<file path="src/cpu_supervisor_pkg.sv">
// Shared constants and types for the CPU supervisor and reset watchdog.
// Assumes a single 20 MHz system clock and an APB register port.
package cpu_supervisor_pkg;

   // ----------------------------------------------------------------
   // Clock and timing
   // ----------------------------------------------------------------
   localparam int unsigned CLK_KHZ = 20000;
   localparam int unsigned POR_VALID_US = 6000;
   localparam int unsigned BROWNOUT_MIN_US = 12000;
   localparam int unsigned CLK_LEAD_US = 2000;
   localparam int unsigned REDUCED_CLK_US = 2000;
   localparam int unsigned WDOG_HOLD_US = 12000;

   // Least times round up to whole cycles
   localparam int unsigned POR_VALID_CYC = (POR_VALID_US * CLK_KHZ + 999) / 1000;
   localparam int unsigned BROWNOUT_MIN_CYC = (BROWNOUT_MIN_US * CLK_KHZ + 999) / 1000;
   localparam int unsigned CLK_LEAD_CYC = (CLK_LEAD_US * CLK_KHZ + 999) / 1000;
   localparam int unsigned REDUCED_CLK_CYC = (REDUCED_CLK_US * CLK_KHZ) / 1000;
   localparam int unsigned WDOG_HOLD_CYC = (WDOG_HOLD_US * CLK_KHZ + 999) / 1000;
   localparam int unsigned TIMER_W = 20;

   // Host clock half periods in system cycles: 10 MHz and 625 kHz
   localparam int unsigned FULL_HALF_CYC = 1;
   localparam int unsigned REDUCED_HALF_CYC = 16;

   // ----------------------------------------------------------------
   // Register map (byte addresses)
   // ----------------------------------------------------------------
   localparam logic [7:0] CTRL_OFS = 8'h00;
   localparam logic [7:0] WDOG_TIMEOUT_OFS = 8'h04;
   localparam logic [7:0] WDOG_RELOAD_OFS = 8'h08;
   localparam logic [7:0] STATUS_OFS = 8'h0C;

   // Control register fields
   localparam int unsigned THRESH_LSB = 0;
   localparam int unsigned THRESH_W = 6;
   localparam int unsigned LOCK_BIT = 8;
   localparam int unsigned CLKSEL_BIT = 16;
   // Timeout register fields
   localparam int unsigned TIMEOUT_W = 7;
   localparam int unsigned RUNNING_BIT = 8;
   // Status register fields
   localparam int unsigned CAUSE_LSB = 0;
   localparam int unsigned STATE_LSB = 8;

   // ----------------------------------------------------------------
   // Watchdog
   // ----------------------------------------------------------------
   localparam logic [7:0] RELOAD_CODE_A = 8'h5A;
   localparam logic [7:0] RELOAD_CODE_B = 8'hC3;
   localparam int unsigned TICKS_PER_STEP_LOG2 = 8;
   localparam int unsigned WDOG_CNT_W = 16;

   // ----------------------------------------------------------------
   // Reset values
   // ----------------------------------------------------------------
   localparam logic [5:0] THRESH_RST = 6'h00;
   localparam logic [6:0] TIMEOUT_RST = 7'h00;

   // ----------------------------------------------------------------
   // Types
   // ----------------------------------------------------------------
   typedef enum logic [2:0] {
      SEQ_POR_HOLD = 3'b000,
      SEQ_POR_WAIT = 3'b001,
      SEQ_RUN = 3'b011,
      SEQ_BROWNOUT = 3'b010,
      SEQ_WDOG_HOLD = 3'b110
   } seqState_t;

   typedef enum logic [1:0] {
      HCLK_OFF = 2'b00,
      HCLK_FULL = 2'b01,
      HCLK_REDUCED = 2'b10
   } hostClkMode_t;

   typedef enum logic {
      WCLK_32K = 1'b0,
      WCLK_HOST = 1'b1
   } wdogClkSel_t;

   // Most recent reset source, one-hot
   typedef struct packed {
      logic wdogBadCode;
      logic wdogExpiry;
      logic brownout;
      logic powerOn;
   } resetCause_t;

   // Pin pair for a reset line
   typedef struct packed {
      logic level;
      logic oe;
   } resetPin_t;

endpackage

</file>
<file path="src/host_clock_gen.sv">
// Host clock output generator: divides the system clock to full or reduced
// rate, or holds the output low. Assumes mode changes are synchronous.
`timescale 1ns/1ps
`default_nettype none

module host_clock_gen #(
   parameter int unsigned FULL_HALF = cpu_supervisor_pkg::FULL_HALF_CYC,
   parameter int unsigned REDUCED_HALF = cpu_supervisor_pkg::REDUCED_HALF_CYC
) (
   input wire logic clk_sys,
   input wire logic rst,
   input wire cpu_supervisor_pkg::hostClkMode_t mode,
   output logic hostClk,
   output logic hostClkRise
);

   // ----------------------------------------------------------------
   // Half-period divider
   // ----------------------------------------------------------------
   logic [4:0] divCnt_q;
   logic [4:0] divCnt_d;
   logic hostClk_q;
   logic hostClk_d;
   logic [4:0] halfLen;
   logic halfDone;
   logic running;

   // Stopped clock parks low so the next start is a clean rising edge
   assign running = (mode != cpu_supervisor_pkg::HCLK_OFF);
   assign halfLen = (mode == cpu_supervisor_pkg::HCLK_REDUCED) ? 5'(REDUCED_HALF) : 5'(FULL_HALF);
   assign halfDone = (divCnt_q >= halfLen - 5'd1);
   assign divCnt_d = (!running || halfDone) ? 5'd0 : divCnt_q + 5'd1;
   assign hostClk_d = !running ? 1'b0 : (halfDone ? !hostClk_q : hostClk_q);

   // Registered clock and counter
   always_ff @(posedge clk_sys) begin
      if (rst) begin
         divCnt_q <= 5'd0;
         hostClk_q <= 1'b0;
      end else begin
         divCnt_q <= divCnt_d;
         hostClk_q <= hostClk_d;
      end
   end

   assign hostClk = hostClk_q;
   // One-cycle pulse in the cycle before the output goes high
   assign hostClkRise = running && halfDone && !hostClk_q;

endmodule

`default_nettype wire

</file>
<file path="src/cpu_supervisor_reset_watchdog.sv">
// CPU supervisor: reset sequencer, host clock gating, brownout threshold
// control, reset cause flags and an alternating-code watchdog on APB.
// Assumes supply comparator levels and the 32 kHz tick are synchronous.
// Function
// RULE1: Complementary resets, strong active, weak inactive
// RULE2: Six-bit code sets brownout threshold
// RULE3: Threshold from OTP, lockable against writes
// RULE4: Power-up release after 6 ms valid
// RULE5: Brownout release 6 ms valid, 12 ms minimum
// RULE6: Host clock runs 2 ms before release
// RULE7: Brownout: reduced clock, stopped after 2 ms
// RULE8: Assert resets within 5 us of crossing
// RULE9: Readable flags record last reset source
// RULE10: Watchdog disabled after any reset
// RULE11: Timeout write starts watchdog, locks settings
// RULE12: Watchdog clocked by 32 kHz or host clock
// RULE13: 32 kHz timeout 7.8125 ms steps to 1 s
// RULE14: Host clock timeout 256-cycle steps, pauses
// RULE15: Alternating 0x5A/0xC3 writes reload the timer
// RULE16: Expiry asserts system reset
// RULE17: Wrong or out-of-order code resets immediately
// RULE18: Watchdog reset lasts 12 ms
// RULE19: Host writes codes from separate routines
// RULE20: First code 0x5A, toggles, resets on reset
//
// Local design decisions: the register addresses and the APB register port.
`timescale 1ns/1ps
`default_nettype none

module cpu_supervisor_reset_watchdog #(
   parameter int unsigned POR_VALID = cpu_supervisor_pkg::POR_VALID_CYC,
   parameter int unsigned BROWNOUT_MIN = cpu_supervisor_pkg::BROWNOUT_MIN_CYC,
   parameter int unsigned CLK_LEAD = cpu_supervisor_pkg::CLK_LEAD_CYC,
   parameter int unsigned REDUCED_CLK = cpu_supervisor_pkg::REDUCED_CLK_CYC,
   parameter int unsigned WDOG_HOLD = cpu_supervisor_pkg::WDOG_HOLD_CYC
) (
   input wire logic clk_sys,
   input wire logic rst,
   // APB slave
   input wire logic psel,
   input wire logic penable,
   input wire logic pwrite,
   input wire logic [7:0] paddr,
   input wire logic [31:0] pwdata,
   output logic [31:0] prdata,
   output logic pready,
   output logic pslverr,
   // Analog and OTP side
   input wire logic supplyValid,
   input wire logic supplyLow,
   input wire logic [5:0] otpThreshold,
   input wire logic otpWriteProtect,
   input wire logic tick32k,
   input wire logic hostStopReq,
   output logic [5:0] brownout_threshold,
   // Host side
   output logic resetOut,
   output logic resetOutOe,
   output logic reset_out_low,
   output logic resetOutLowOe,
   output logic host_clock_output
);

   // ----------------------------------------------------------------
   // Helpers
   // ----------------------------------------------------------------
   localparam int unsigned TW = cpu_supervisor_pkg::TIMER_W;
   localparam int unsigned CW = cpu_supervisor_pkg::WDOG_CNT_W;

   // Saturating increment keeps long waits from wrapping
   function automatic logic [TW-1:0] satInc(input logic [TW-1:0] v);
      satInc = (&v) ? v : v + TW'(1);
   endfunction

   function automatic logic atLeast(input logic [TW-1:0] v, input int unsigned lim);
      atLeast = ({12'd0, v} >= 32'(lim));
   endfunction

   // ----------------------------------------------------------------
   // APB decode
   // ----------------------------------------------------------------
   logic setupPhase, accessPhase, wrStrobe, hitCtrl, hitTimeout, hitReload, hitStatus, mapped;

   assign setupPhase = psel && !penable;
   assign accessPhase = psel && penable;
   assign hitCtrl = (paddr == cpu_supervisor_pkg::CTRL_OFS);
   assign hitTimeout = (paddr == cpu_supervisor_pkg::WDOG_TIMEOUT_OFS);
   assign hitReload = (paddr == cpu_supervisor_pkg::WDOG_RELOAD_OFS);
   assign hitStatus = (paddr == cpu_supervisor_pkg::STATUS_OFS);
   assign mapped = hitCtrl || hitTimeout || hitReload || hitStatus;
   // Zero wait states; unmapped accesses answer with an error
   assign pready = 1'b1;
   assign pslverr = accessPhase && !mapped;
   assign wrStrobe = accessPhase && pwrite && mapped;

   // ----------------------------------------------------------------
   // Sequencer state
   // ----------------------------------------------------------------
   cpu_supervisor_pkg::seqState_t state_q, state_d;
   logic [TW-1:0] validCnt_q, eventCnt_q, validCnt_d, eventCnt_d;
   logic wdogExpire, wdogBadWrite, wdogTrip, validDone, eventDone, holdDone, leadOk, enterReset;

   assign wdogTrip = wdogExpire || wdogBadWrite;
   assign validDone = atLeast(validCnt_q, POR_VALID - 1);
   assign eventDone = atLeast(eventCnt_q, BROWNOUT_MIN - 1);
   assign holdDone = atLeast(eventCnt_q, WDOG_HOLD - 1);
   // Clock lead window opens a full lead time before the later of the two deadlines
   assign leadOk = atLeast(validCnt_q, POR_VALID - CLK_LEAD)
      && atLeast(eventCnt_q, BROWNOUT_MIN - CLK_LEAD);

   // Next state
   always_comb begin
      state_d = state_q;
      unique case (state_q)
         cpu_supervisor_pkg::SEQ_POR_HOLD: begin
            if (supplyValid) begin
               state_d = cpu_supervisor_pkg::SEQ_POR_WAIT;
            end
         end
         cpu_supervisor_pkg::SEQ_POR_WAIT: begin
            // RULE4 continuous valid supply
            if (!supplyValid) begin
               state_d = cpu_supervisor_pkg::SEQ_POR_HOLD;
            end else if (validDone) begin
               state_d = cpu_supervisor_pkg::SEQ_RUN;
            end
         end
         cpu_supervisor_pkg::SEQ_RUN: begin
            // RULE8 immediate brownout entry
            if (supplyLow) begin
               state_d = cpu_supervisor_pkg::SEQ_BROWNOUT;
            // RULE16 expiry trips reset
            end else if (wdogTrip) begin
               state_d = cpu_supervisor_pkg::SEQ_WDOG_HOLD;
            end
         end
         cpu_supervisor_pkg::SEQ_BROWNOUT: begin
            // RULE5 both delays met
            if (supplyValid && validDone && eventDone) begin
               state_d = cpu_supervisor_pkg::SEQ_RUN;
            end
         end
         cpu_supervisor_pkg::SEQ_WDOG_HOLD: begin
            if (supplyLow) begin
               state_d = cpu_supervisor_pkg::SEQ_BROWNOUT;
            // RULE18 twelve ms hold
            end else if (holdDone) begin
               state_d = cpu_supervisor_pkg::SEQ_RUN;
            end
         end
         default: begin
            state_d = cpu_supervisor_pkg::SEQ_POR_HOLD;
         end
      endcase
   end

   // Valid time restarts on any invalid sample; event time restarts on entry
   assign enterReset = (state_d != state_q)
      && (state_d == cpu_supervisor_pkg::SEQ_BROWNOUT || state_d == cpu_supervisor_pkg::SEQ_WDOG_HOLD);
   assign validCnt_d = supplyValid ? satInc(validCnt_q) : '0;
   assign eventCnt_d = enterReset ? '0 : satInc(eventCnt_q);

   // Sequencer registers
   always_ff @(posedge clk_sys) begin
      if (rst) begin
         state_q <= cpu_supervisor_pkg::SEQ_POR_HOLD;
         validCnt_q <= '0;
         eventCnt_q <= '0;
      end else begin
         state_q <= state_d;
         validCnt_q <= validCnt_d;
         eventCnt_q <= eventCnt_d;
      end
   end

   // ----------------------------------------------------------------
   // Reset pins and host clock
   // ----------------------------------------------------------------
   logic resetActive_q, resetActive_d, hostClkRise;
   cpu_supervisor_pkg::hostClkMode_t clkMode;

   // RULE8 registered one cycle after crossing
   assign resetActive_d = (state_d != cpu_supervisor_pkg::SEQ_RUN);

   always_ff @(posedge clk_sys) begin
      if (rst) begin
         resetActive_q <= 1'b1;
      end else begin
         resetActive_q <= resetActive_d;
      end
   end

   // RULE1 drive only while asserted, weak pull otherwise
   assign resetOut = resetActive_q;
   assign resetOutOe = resetActive_q;
   assign reset_out_low = !resetActive_q;
   assign resetOutLowOe = resetActive_q;

   // RULE6 clock leads release; RULE7 reduced then stopped
   always_comb begin
      clkMode = cpu_supervisor_pkg::HCLK_OFF;
      unique case (state_q)
         cpu_supervisor_pkg::SEQ_POR_WAIT: begin
            if (atLeast(validCnt_q, POR_VALID - CLK_LEAD)) begin
               clkMode = cpu_supervisor_pkg::HCLK_FULL;
            end
         end
         cpu_supervisor_pkg::SEQ_BROWNOUT: begin
            if (supplyValid && leadOk) begin
               clkMode = cpu_supervisor_pkg::HCLK_FULL;
            end else if (!atLeast(eventCnt_q, REDUCED_CLK)) begin
               clkMode = cpu_supervisor_pkg::HCLK_REDUCED;
            end
         end
         cpu_supervisor_pkg::SEQ_RUN: begin
            if (!hostStopReq) begin
               clkMode = cpu_supervisor_pkg::HCLK_FULL;
            end
         end
         cpu_supervisor_pkg::SEQ_WDOG_HOLD: begin
            clkMode = cpu_supervisor_pkg::HCLK_FULL;
         end
         default: begin
            clkMode = cpu_supervisor_pkg::HCLK_OFF;
         end
      endcase
   end

   host_clock_gen u_host_clock_gen (
      .clk_sys(clk_sys),
      .rst(rst),
      .mode(clkMode),
      .hostClk(host_clock_output),
      .hostClkRise(hostClkRise)
   );

   // ----------------------------------------------------------------
   // Brownout threshold
   // ----------------------------------------------------------------
   logic [5:0] thresh_q;
   logic threshLock_q, otpLoad_q, threshWrite;

   // RULE3 writes blocked by either lock
   assign threshWrite = wrStrobe && hitCtrl && !threshLock_q && !otpWriteProtect;

   // OTP default loads once after release
   always_ff @(posedge clk_sys) begin
      if (rst) begin
         thresh_q <= cpu_supervisor_pkg::THRESH_RST;
         threshLock_q <= 1'b0;
         otpLoad_q <= 1'b1;
      end else begin
         otpLoad_q <= 1'b0;
         if (otpLoad_q) begin
            thresh_q <= otpThreshold;
         end else if (threshWrite) begin
            thresh_q <= pwdata[cpu_supervisor_pkg::THRESH_LSB +: cpu_supervisor_pkg::THRESH_W];
            threshLock_q <= pwdata[cpu_supervisor_pkg::LOCK_BIT];
         end
      end
   end

   // RULE2 code drives the comparator reference
   assign brownout_threshold = thresh_q;

   // ----------------------------------------------------------------
   // Watchdog
   // ----------------------------------------------------------------
   logic wdogRun_q, expectB_q, wdogTick, reloadWrite, codeOk, startWrite;
   logic [6:0] timeout_q;
   cpu_supervisor_pkg::wdogClkSel_t clkSel_q;
   logic [CW-1:0] wdogCnt_q, reloadValue;
   logic [7:0] expectCode;

   // RULE13 RULE14 (value+1) steps of 256 ticks
   assign reloadValue = CW'({1'b0, timeout_q} + 8'd1) << cpu_supervisor_pkg::TICKS_PER_STEP_LOG2;
   // RULE12 tick source; host clock ticks pause while it is stopped
   assign wdogTick = (clkSel_q == cpu_supervisor_pkg::WCLK_HOST) ? hostClkRise : tick32k;
   // RULE20 expected code follows alternation
   assign expectCode = expectB_q ? cpu_supervisor_pkg::RELOAD_CODE_B : cpu_supervisor_pkg::RELOAD_CODE_A;
   assign reloadWrite = wrStrobe && hitReload && wdogRun_q && !resetActive_q;
   assign codeOk = (pwdata[7:0] == expectCode);
   // RULE17 bad code trips immediately
   assign wdogBadWrite = reloadWrite && !codeOk;
   assign wdogExpire = wdogRun_q && wdogTick && (wdogCnt_q == CW'(1));
   // RULE11 timeout write starts and locks
   assign startWrite = wrStrobe && hitTimeout && !wdogRun_q && !resetActive_q;

   always_ff @(posedge clk_sys) begin
      // RULE10 any reset disables the watchdog
      if (rst || resetActive_q) begin
         wdogRun_q <= 1'b0;
         timeout_q <= cpu_supervisor_pkg::TIMEOUT_RST;
         clkSel_q <= cpu_supervisor_pkg::WCLK_32K;
         expectB_q <= 1'b0;
         wdogCnt_q <= '0;
      end else if (startWrite) begin
         wdogRun_q <= 1'b1;
         timeout_q <= pwdata[cpu_supervisor_pkg::TIMEOUT_W-1:0];
         wdogCnt_q <= CW'({1'b0, pwdata[6:0]} + 8'd1) << cpu_supervisor_pkg::TICKS_PER_STEP_LOG2;
      end else begin
         // RULE11 clock source fixed once running
         if (wrStrobe && hitCtrl && !wdogRun_q) begin
            clkSel_q <= cpu_supervisor_pkg::wdogClkSel_t'(pwdata[cpu_supervisor_pkg::CLKSEL_BIT]);
         end
         // RULE15 correct code reloads and toggles
         if (reloadWrite && codeOk) begin
            wdogCnt_q <= reloadValue;
            expectB_q <= !expectB_q;
         end else if (wdogRun_q && wdogTick && wdogCnt_q != '0) begin
            wdogCnt_q <= wdogCnt_q - CW'(1);
         end
      end
   end

   // ----------------------------------------------------------------
   // Reset cause flags
   // ----------------------------------------------------------------
   cpu_supervisor_pkg::resetCause_t cause_q;

   // RULE9 most recent source overwrites
   always_ff @(posedge clk_sys) begin
      if (rst) begin
         cause_q <= 4'h1;
      end else if (enterReset && state_d == cpu_supervisor_pkg::SEQ_BROWNOUT) begin
         cause_q <= 4'h2;
      end else if (enterReset) begin
         cause_q <= {wdogBadWrite, !wdogBadWrite, 2'h0};
      end
   end

   // ----------------------------------------------------------------
   // Read data
   // ----------------------------------------------------------------
   logic [31:0] rdCtrl, rdTimeout, rdStatus, rdMux;

   assign rdCtrl = {15'd0, clkSel_q, 7'd0, threshLock_q, 2'd0, thresh_q};
   assign rdTimeout = {23'd0, wdogRun_q, 1'b0, timeout_q};
   assign rdStatus = {21'd0, state_q, 4'd0, cause_q};
   // Reload register reads as zero so the code is never exposed
   assign rdMux = hitCtrl ? rdCtrl : (hitTimeout ? rdTimeout : (hitStatus ? rdStatus : 32'h0000_0000));

   // Captured in setup so data is from a flip-flop during access
   always_ff @(posedge clk_sys) begin
      if (rst) begin
         prdata <= 32'h0000_0000;
      end else if (setupPhase && !pwrite) begin
         prdata <= rdMux;
      end
   end

endmodule

`default_nettype wire

</file>
<file path="config.mk">
export PLATFORM = sky130hd
export DESIGN_NAME = cpu_supervisor_reset_watchdog
export DESIGN_NICKNAME = d
export VERILOG_FILES = /design/src/cpu_supervisor_pkg.sv /design/src/host_clock_gen.sv /design/src/cpu_supervisor_reset_watchdog.sv
export SDC_FILE = /design/constraint.sdc
export NUM_CORES = 1
export LEC_CHECK = 0
export BUFFER_PORTS_ARGS = -buffer_cell sky130_fd_sc_hd__buf_2
export CAP_MARGIN = 10
export CORE_MARGIN = 2
export CORE_UTILIZATION = 61
export DETAILED_ROUTE_END_ITERATION = 16
export PLACE_DENSITY = 0.86
export SLEW_MARGIN = 20
export SYNTH_ARGS = -nofsm -noshare
export SYNTH_HDL_FRONTEND = slang
export SYNTH_SLANG_ARGS = --single-unit
</file>
<file path="constraint.sdc">
create_clock -name clk_sys -period 4.34 [get_ports clk_sys]
set_input_delay 0.434 -clock clk_sys [delete_from_list [all_inputs] [get_ports clk_sys]]
set_output_delay 0.434 -clock clk_sys [all_outputs]
set_load 0.02 [all_outputs]
</file>
==> results.yml <==
cts:
  cts_buffer_depth: 2
  htreeDepth: 3
  post_cts_resized: 0
  cts_setup_buffers: 0
  clockRootBuffer: "clkbuf_8"
  clk_transition_reported_paths_ns: 0.10
  postCtsHoldBufs: 0
  cts_buffers: 9
  clk_latency_ns: 0.37
  cts_tree: "yes"
  cts_sinks: 99
die:
  io_pins: 101
  start_util: 0.6339
  die_x_um: 99.43
  fp-row-count: 34
  coreArea_um2: 8763
  die-area_um2: 9886
  dieHeight_um: 99.43
timing:
  worst_pin_slew_ns: 0.7239
  slew_violations: 0
  setup_viol: 0
  setup_slack_ns: 1.078
  period_needed_ns: 3.262
  maxSlewHeadroom: 0.5174
  grt_setup_unrepaired: "no"
  worst_hold_slack_ns: 0.2901
  fin_crit_sh: 0.7516
  fmax_mhz: 306.6
  setup-tns-final_ns: 0
  hold_violations: 0
  fin_skew_ns: 0.01182
placed_design:
  gp_congestion: 0.8879
  hpwl_mm: 9.058
  post-place-ws_ns: 1.136
  numPortBuffers: 56
  place_area_um2: 5739
finish:
  mostFrequentLayoutCells: "99 x nor2_1, 99 x dfxtp_1, 57 x nand2_1, 56 x buf_2, 42 x a21oi_1"
  final_nets: 787
  drive_gt1_frac: 0.1369
  antenna_cells: 0
  areaGrowthSynthToFinish_pct: 7.973
  design_area_um2: 5998
  fill_cells: 684
power_and_ir_drop:
  irDropWorstVdd_mv: 0.2393
  power_leakage_nw: 2.346
  powerDensity_nw_per_um2: 295.8
route:
  wl_mm: 12.65
  drc: 0
  via_per_inst: 5.994
  final_antenna_net_count: 0
  firstDrtPassIters: 5
  drtIter0Drc: 253
  avgRoutedWirePerCell_um: 15.22
  vias: 4981
yosys:
  yosysSeqAreaShare: 0.3568
  yosysUniqueCellTypes: 69
  synth_area_um2: 5555
  ys_async_sr_fraction: 0
  syn_inst: 683
  ys_seq_elements: 99
  ys.flop_type: "dfxtp_1"
  syn_avg_cell_area_um2: 8.134
  yosysWarnings: 0
  synth_edf_count: 0
min_path:
  min_path_type: "input pin to flop"
worst_setup_path:
  crit_path_start_kind: "flop"
  critical_path_arrival_ns: 3.56
  crit_path_max_fanout: 19
  worstPathRequired_ns: 4.63
  cp_slowest_stage_delay_ns: 0.42
  crit_chain: "nor2_1, nand4b_1, a21o_1, ha_1, nand2_1, o21ai_0, a22oi_1, a31o_2, a21oi_4, nand2_2, or4_1, a21oi_1"
  critPathKind: "flop to flop"
  slowest_stage: "a21oi_4"
  end_kind: "flop"
grt:
  track_usage: 0.2637
  grt_pass1_wl_mm: 21.51
  grt_max_degree: 30
  antenna_found_initial: 0
  grt_pass1_vias: 4700
  grt_overflow: 0
run:
  maxCapViolCount: 0
run_status:
  outcome: "completed"
## cell usage after synthesis, types with 3 or more instances
| master | n | share of area |
|---|---|---|
| nand4_1 | 15 | 0.017 |
| nor3b_2 | 3 | 0.0068 |
| and2_1 | 7 | 0.0079 |
| o211ai_1 | 3 | 0.0041 |
| nand2_1 | 57 | 0.039 |
| nor4_1 | 7 | 0.0079 |
| a22o_1 | 7 | 0.011 |
| or4_1 | 3 | 0.0041 |
| mux2_2 | 5 | 0.010 |
| buf_2 | 8 | 0.0072 |
| nand3_1 | 41 | 0.037 |
| xor2_1 | 39 | 0.061 |
| ha_1 | 13 | 0.029 |
| xnor2_1 | 12 | 0.019 |
| clkbuf_1 | 18 | 0.012 |
| a31oi_1 | 6 | 0.0068 |
| nor3_1 | 27 | 0.024 |
| o21ai_0 | 13 | 0.012 |
| and4_1 | 4 | 0.0063 |
| nor2_1 | 99 | 0.067 |
| a22oi_1 | 7 | 0.0095 |
| nand2b_1 | 11 | 0.012 |
| a211oi_1 | 5 | 0.0068 |
| a21oi_1 | 42 | 0.038 |
| and3_1 | 14 | 0.016 |
| inv_1 | 17 | 0.011 |
| nor2b_1 | 3 | 0.0034 |
| o22ai_1 | 3 | 0.0034 |
| mux2i_1 | 11 | 0.020 |
| nor4_2 | 3 | 0.0068 |
| a21o_1 | 6 | 0.0081 |
| buf_4 | 26 | 0.035 |
| dfxtp_1 | 99 | 0.36 |
## power breakdown
part	leakage (nW)	switching (W)	internal [W]
registers	0.800	0.00000964	0.000916
logic	1.42	0.0000714	0.0000337
clock network	0.130	0.000326	0.000417
total	2.35	0.000407	0.00137
## metrics by stage
step           utilization  instances  power [W]
2_1_floorplan            -        703   0.001030
3_3_place_gp        0.6549        815   0.001047
3_5_place_dp        0.6549        815   0.001050
4_1_cts             0.6845        831   0.001775
5_1_grt             0.6845        831   0.001837
6_report            0.6845        831   0.001774
## logic make-up after synthesis
family	synth area share
AOI/OAI and AO/OA	0.1423
xor gates and xnor gates	0.08041
adders and majority gates	0.02928
buffers and inverters	0.06802
DFF	0.3568
muxes	0.02996
other	0.001352
and+or+nand+nor	0.2919
## final cells by class
cell class / count / area, µm² / share of cell area
clock buffers: 11 / 151.4 / 0.02524
clock inverters: 5 / 107.6 / 0.01794
inverters: 17 / 63.81 / 0.01064
multi-input cells: 534 / 3271 / 0.5453
flip-flops and latches: 99 / 1982 / 0.3304
well taps: 108 / 135.1 / 0.02253
repair buffers: 57 / 287.8 / 0.04798
## layer usage
layer  vias up  part of all wire  GRT usage
met5         -                 0          0
met4         0             0.021    0.09905
met3        30             0.064    0.05200
met2       205              0.47     0.4413
met1      2323              0.44     0.3378
li1       2423                 -          -
## worst max-delay path, delay by kind of cell, from the launching register on
family                   cells  cell delay (ns)
adder cells (fa/ha/maj)      1             0.31
flip-flops                   1             0.41
AND/OR/NAND/NOR              5             1.05
AO/OA/AOI/OAI                6             1.41
## state kept, by name, indices dropped and copies added (netlist names), 3 cells and up
register	cells
eventCnt_q	20
validCnt_q	20
wdogCnt_q	16
prdata	11
timeout_q	7
brownout_threshold	6
u_host_clock_gen.divCnt_q	5
cause_q	4
state_q	3
## path summary, 6_finish.rpt
check	from	end	slack (ns)	cells past startpoint
hold reg to reg	cause_q[0]$_SDFFE_PP1P_	cause_q[0]$_SDFFE_PP1P_	0.46	1
setup reg to reg	eventCnt_q[18]$_SDFFE_PP0N_	wdogCnt_q[4]$_SDFFE_PP0P_	1.08	12
hold / removal	otpThreshold[5]	brownout_threshold[5]$_SDFFE_PP0P_	0.29	3
setup / recovery	eventCnt_q[18]$_SDFFE_PP0N_	wdogCnt_q[4]$_SDFFE_PP0P_	1.08	12
Power figures use the tool's default switching activity.
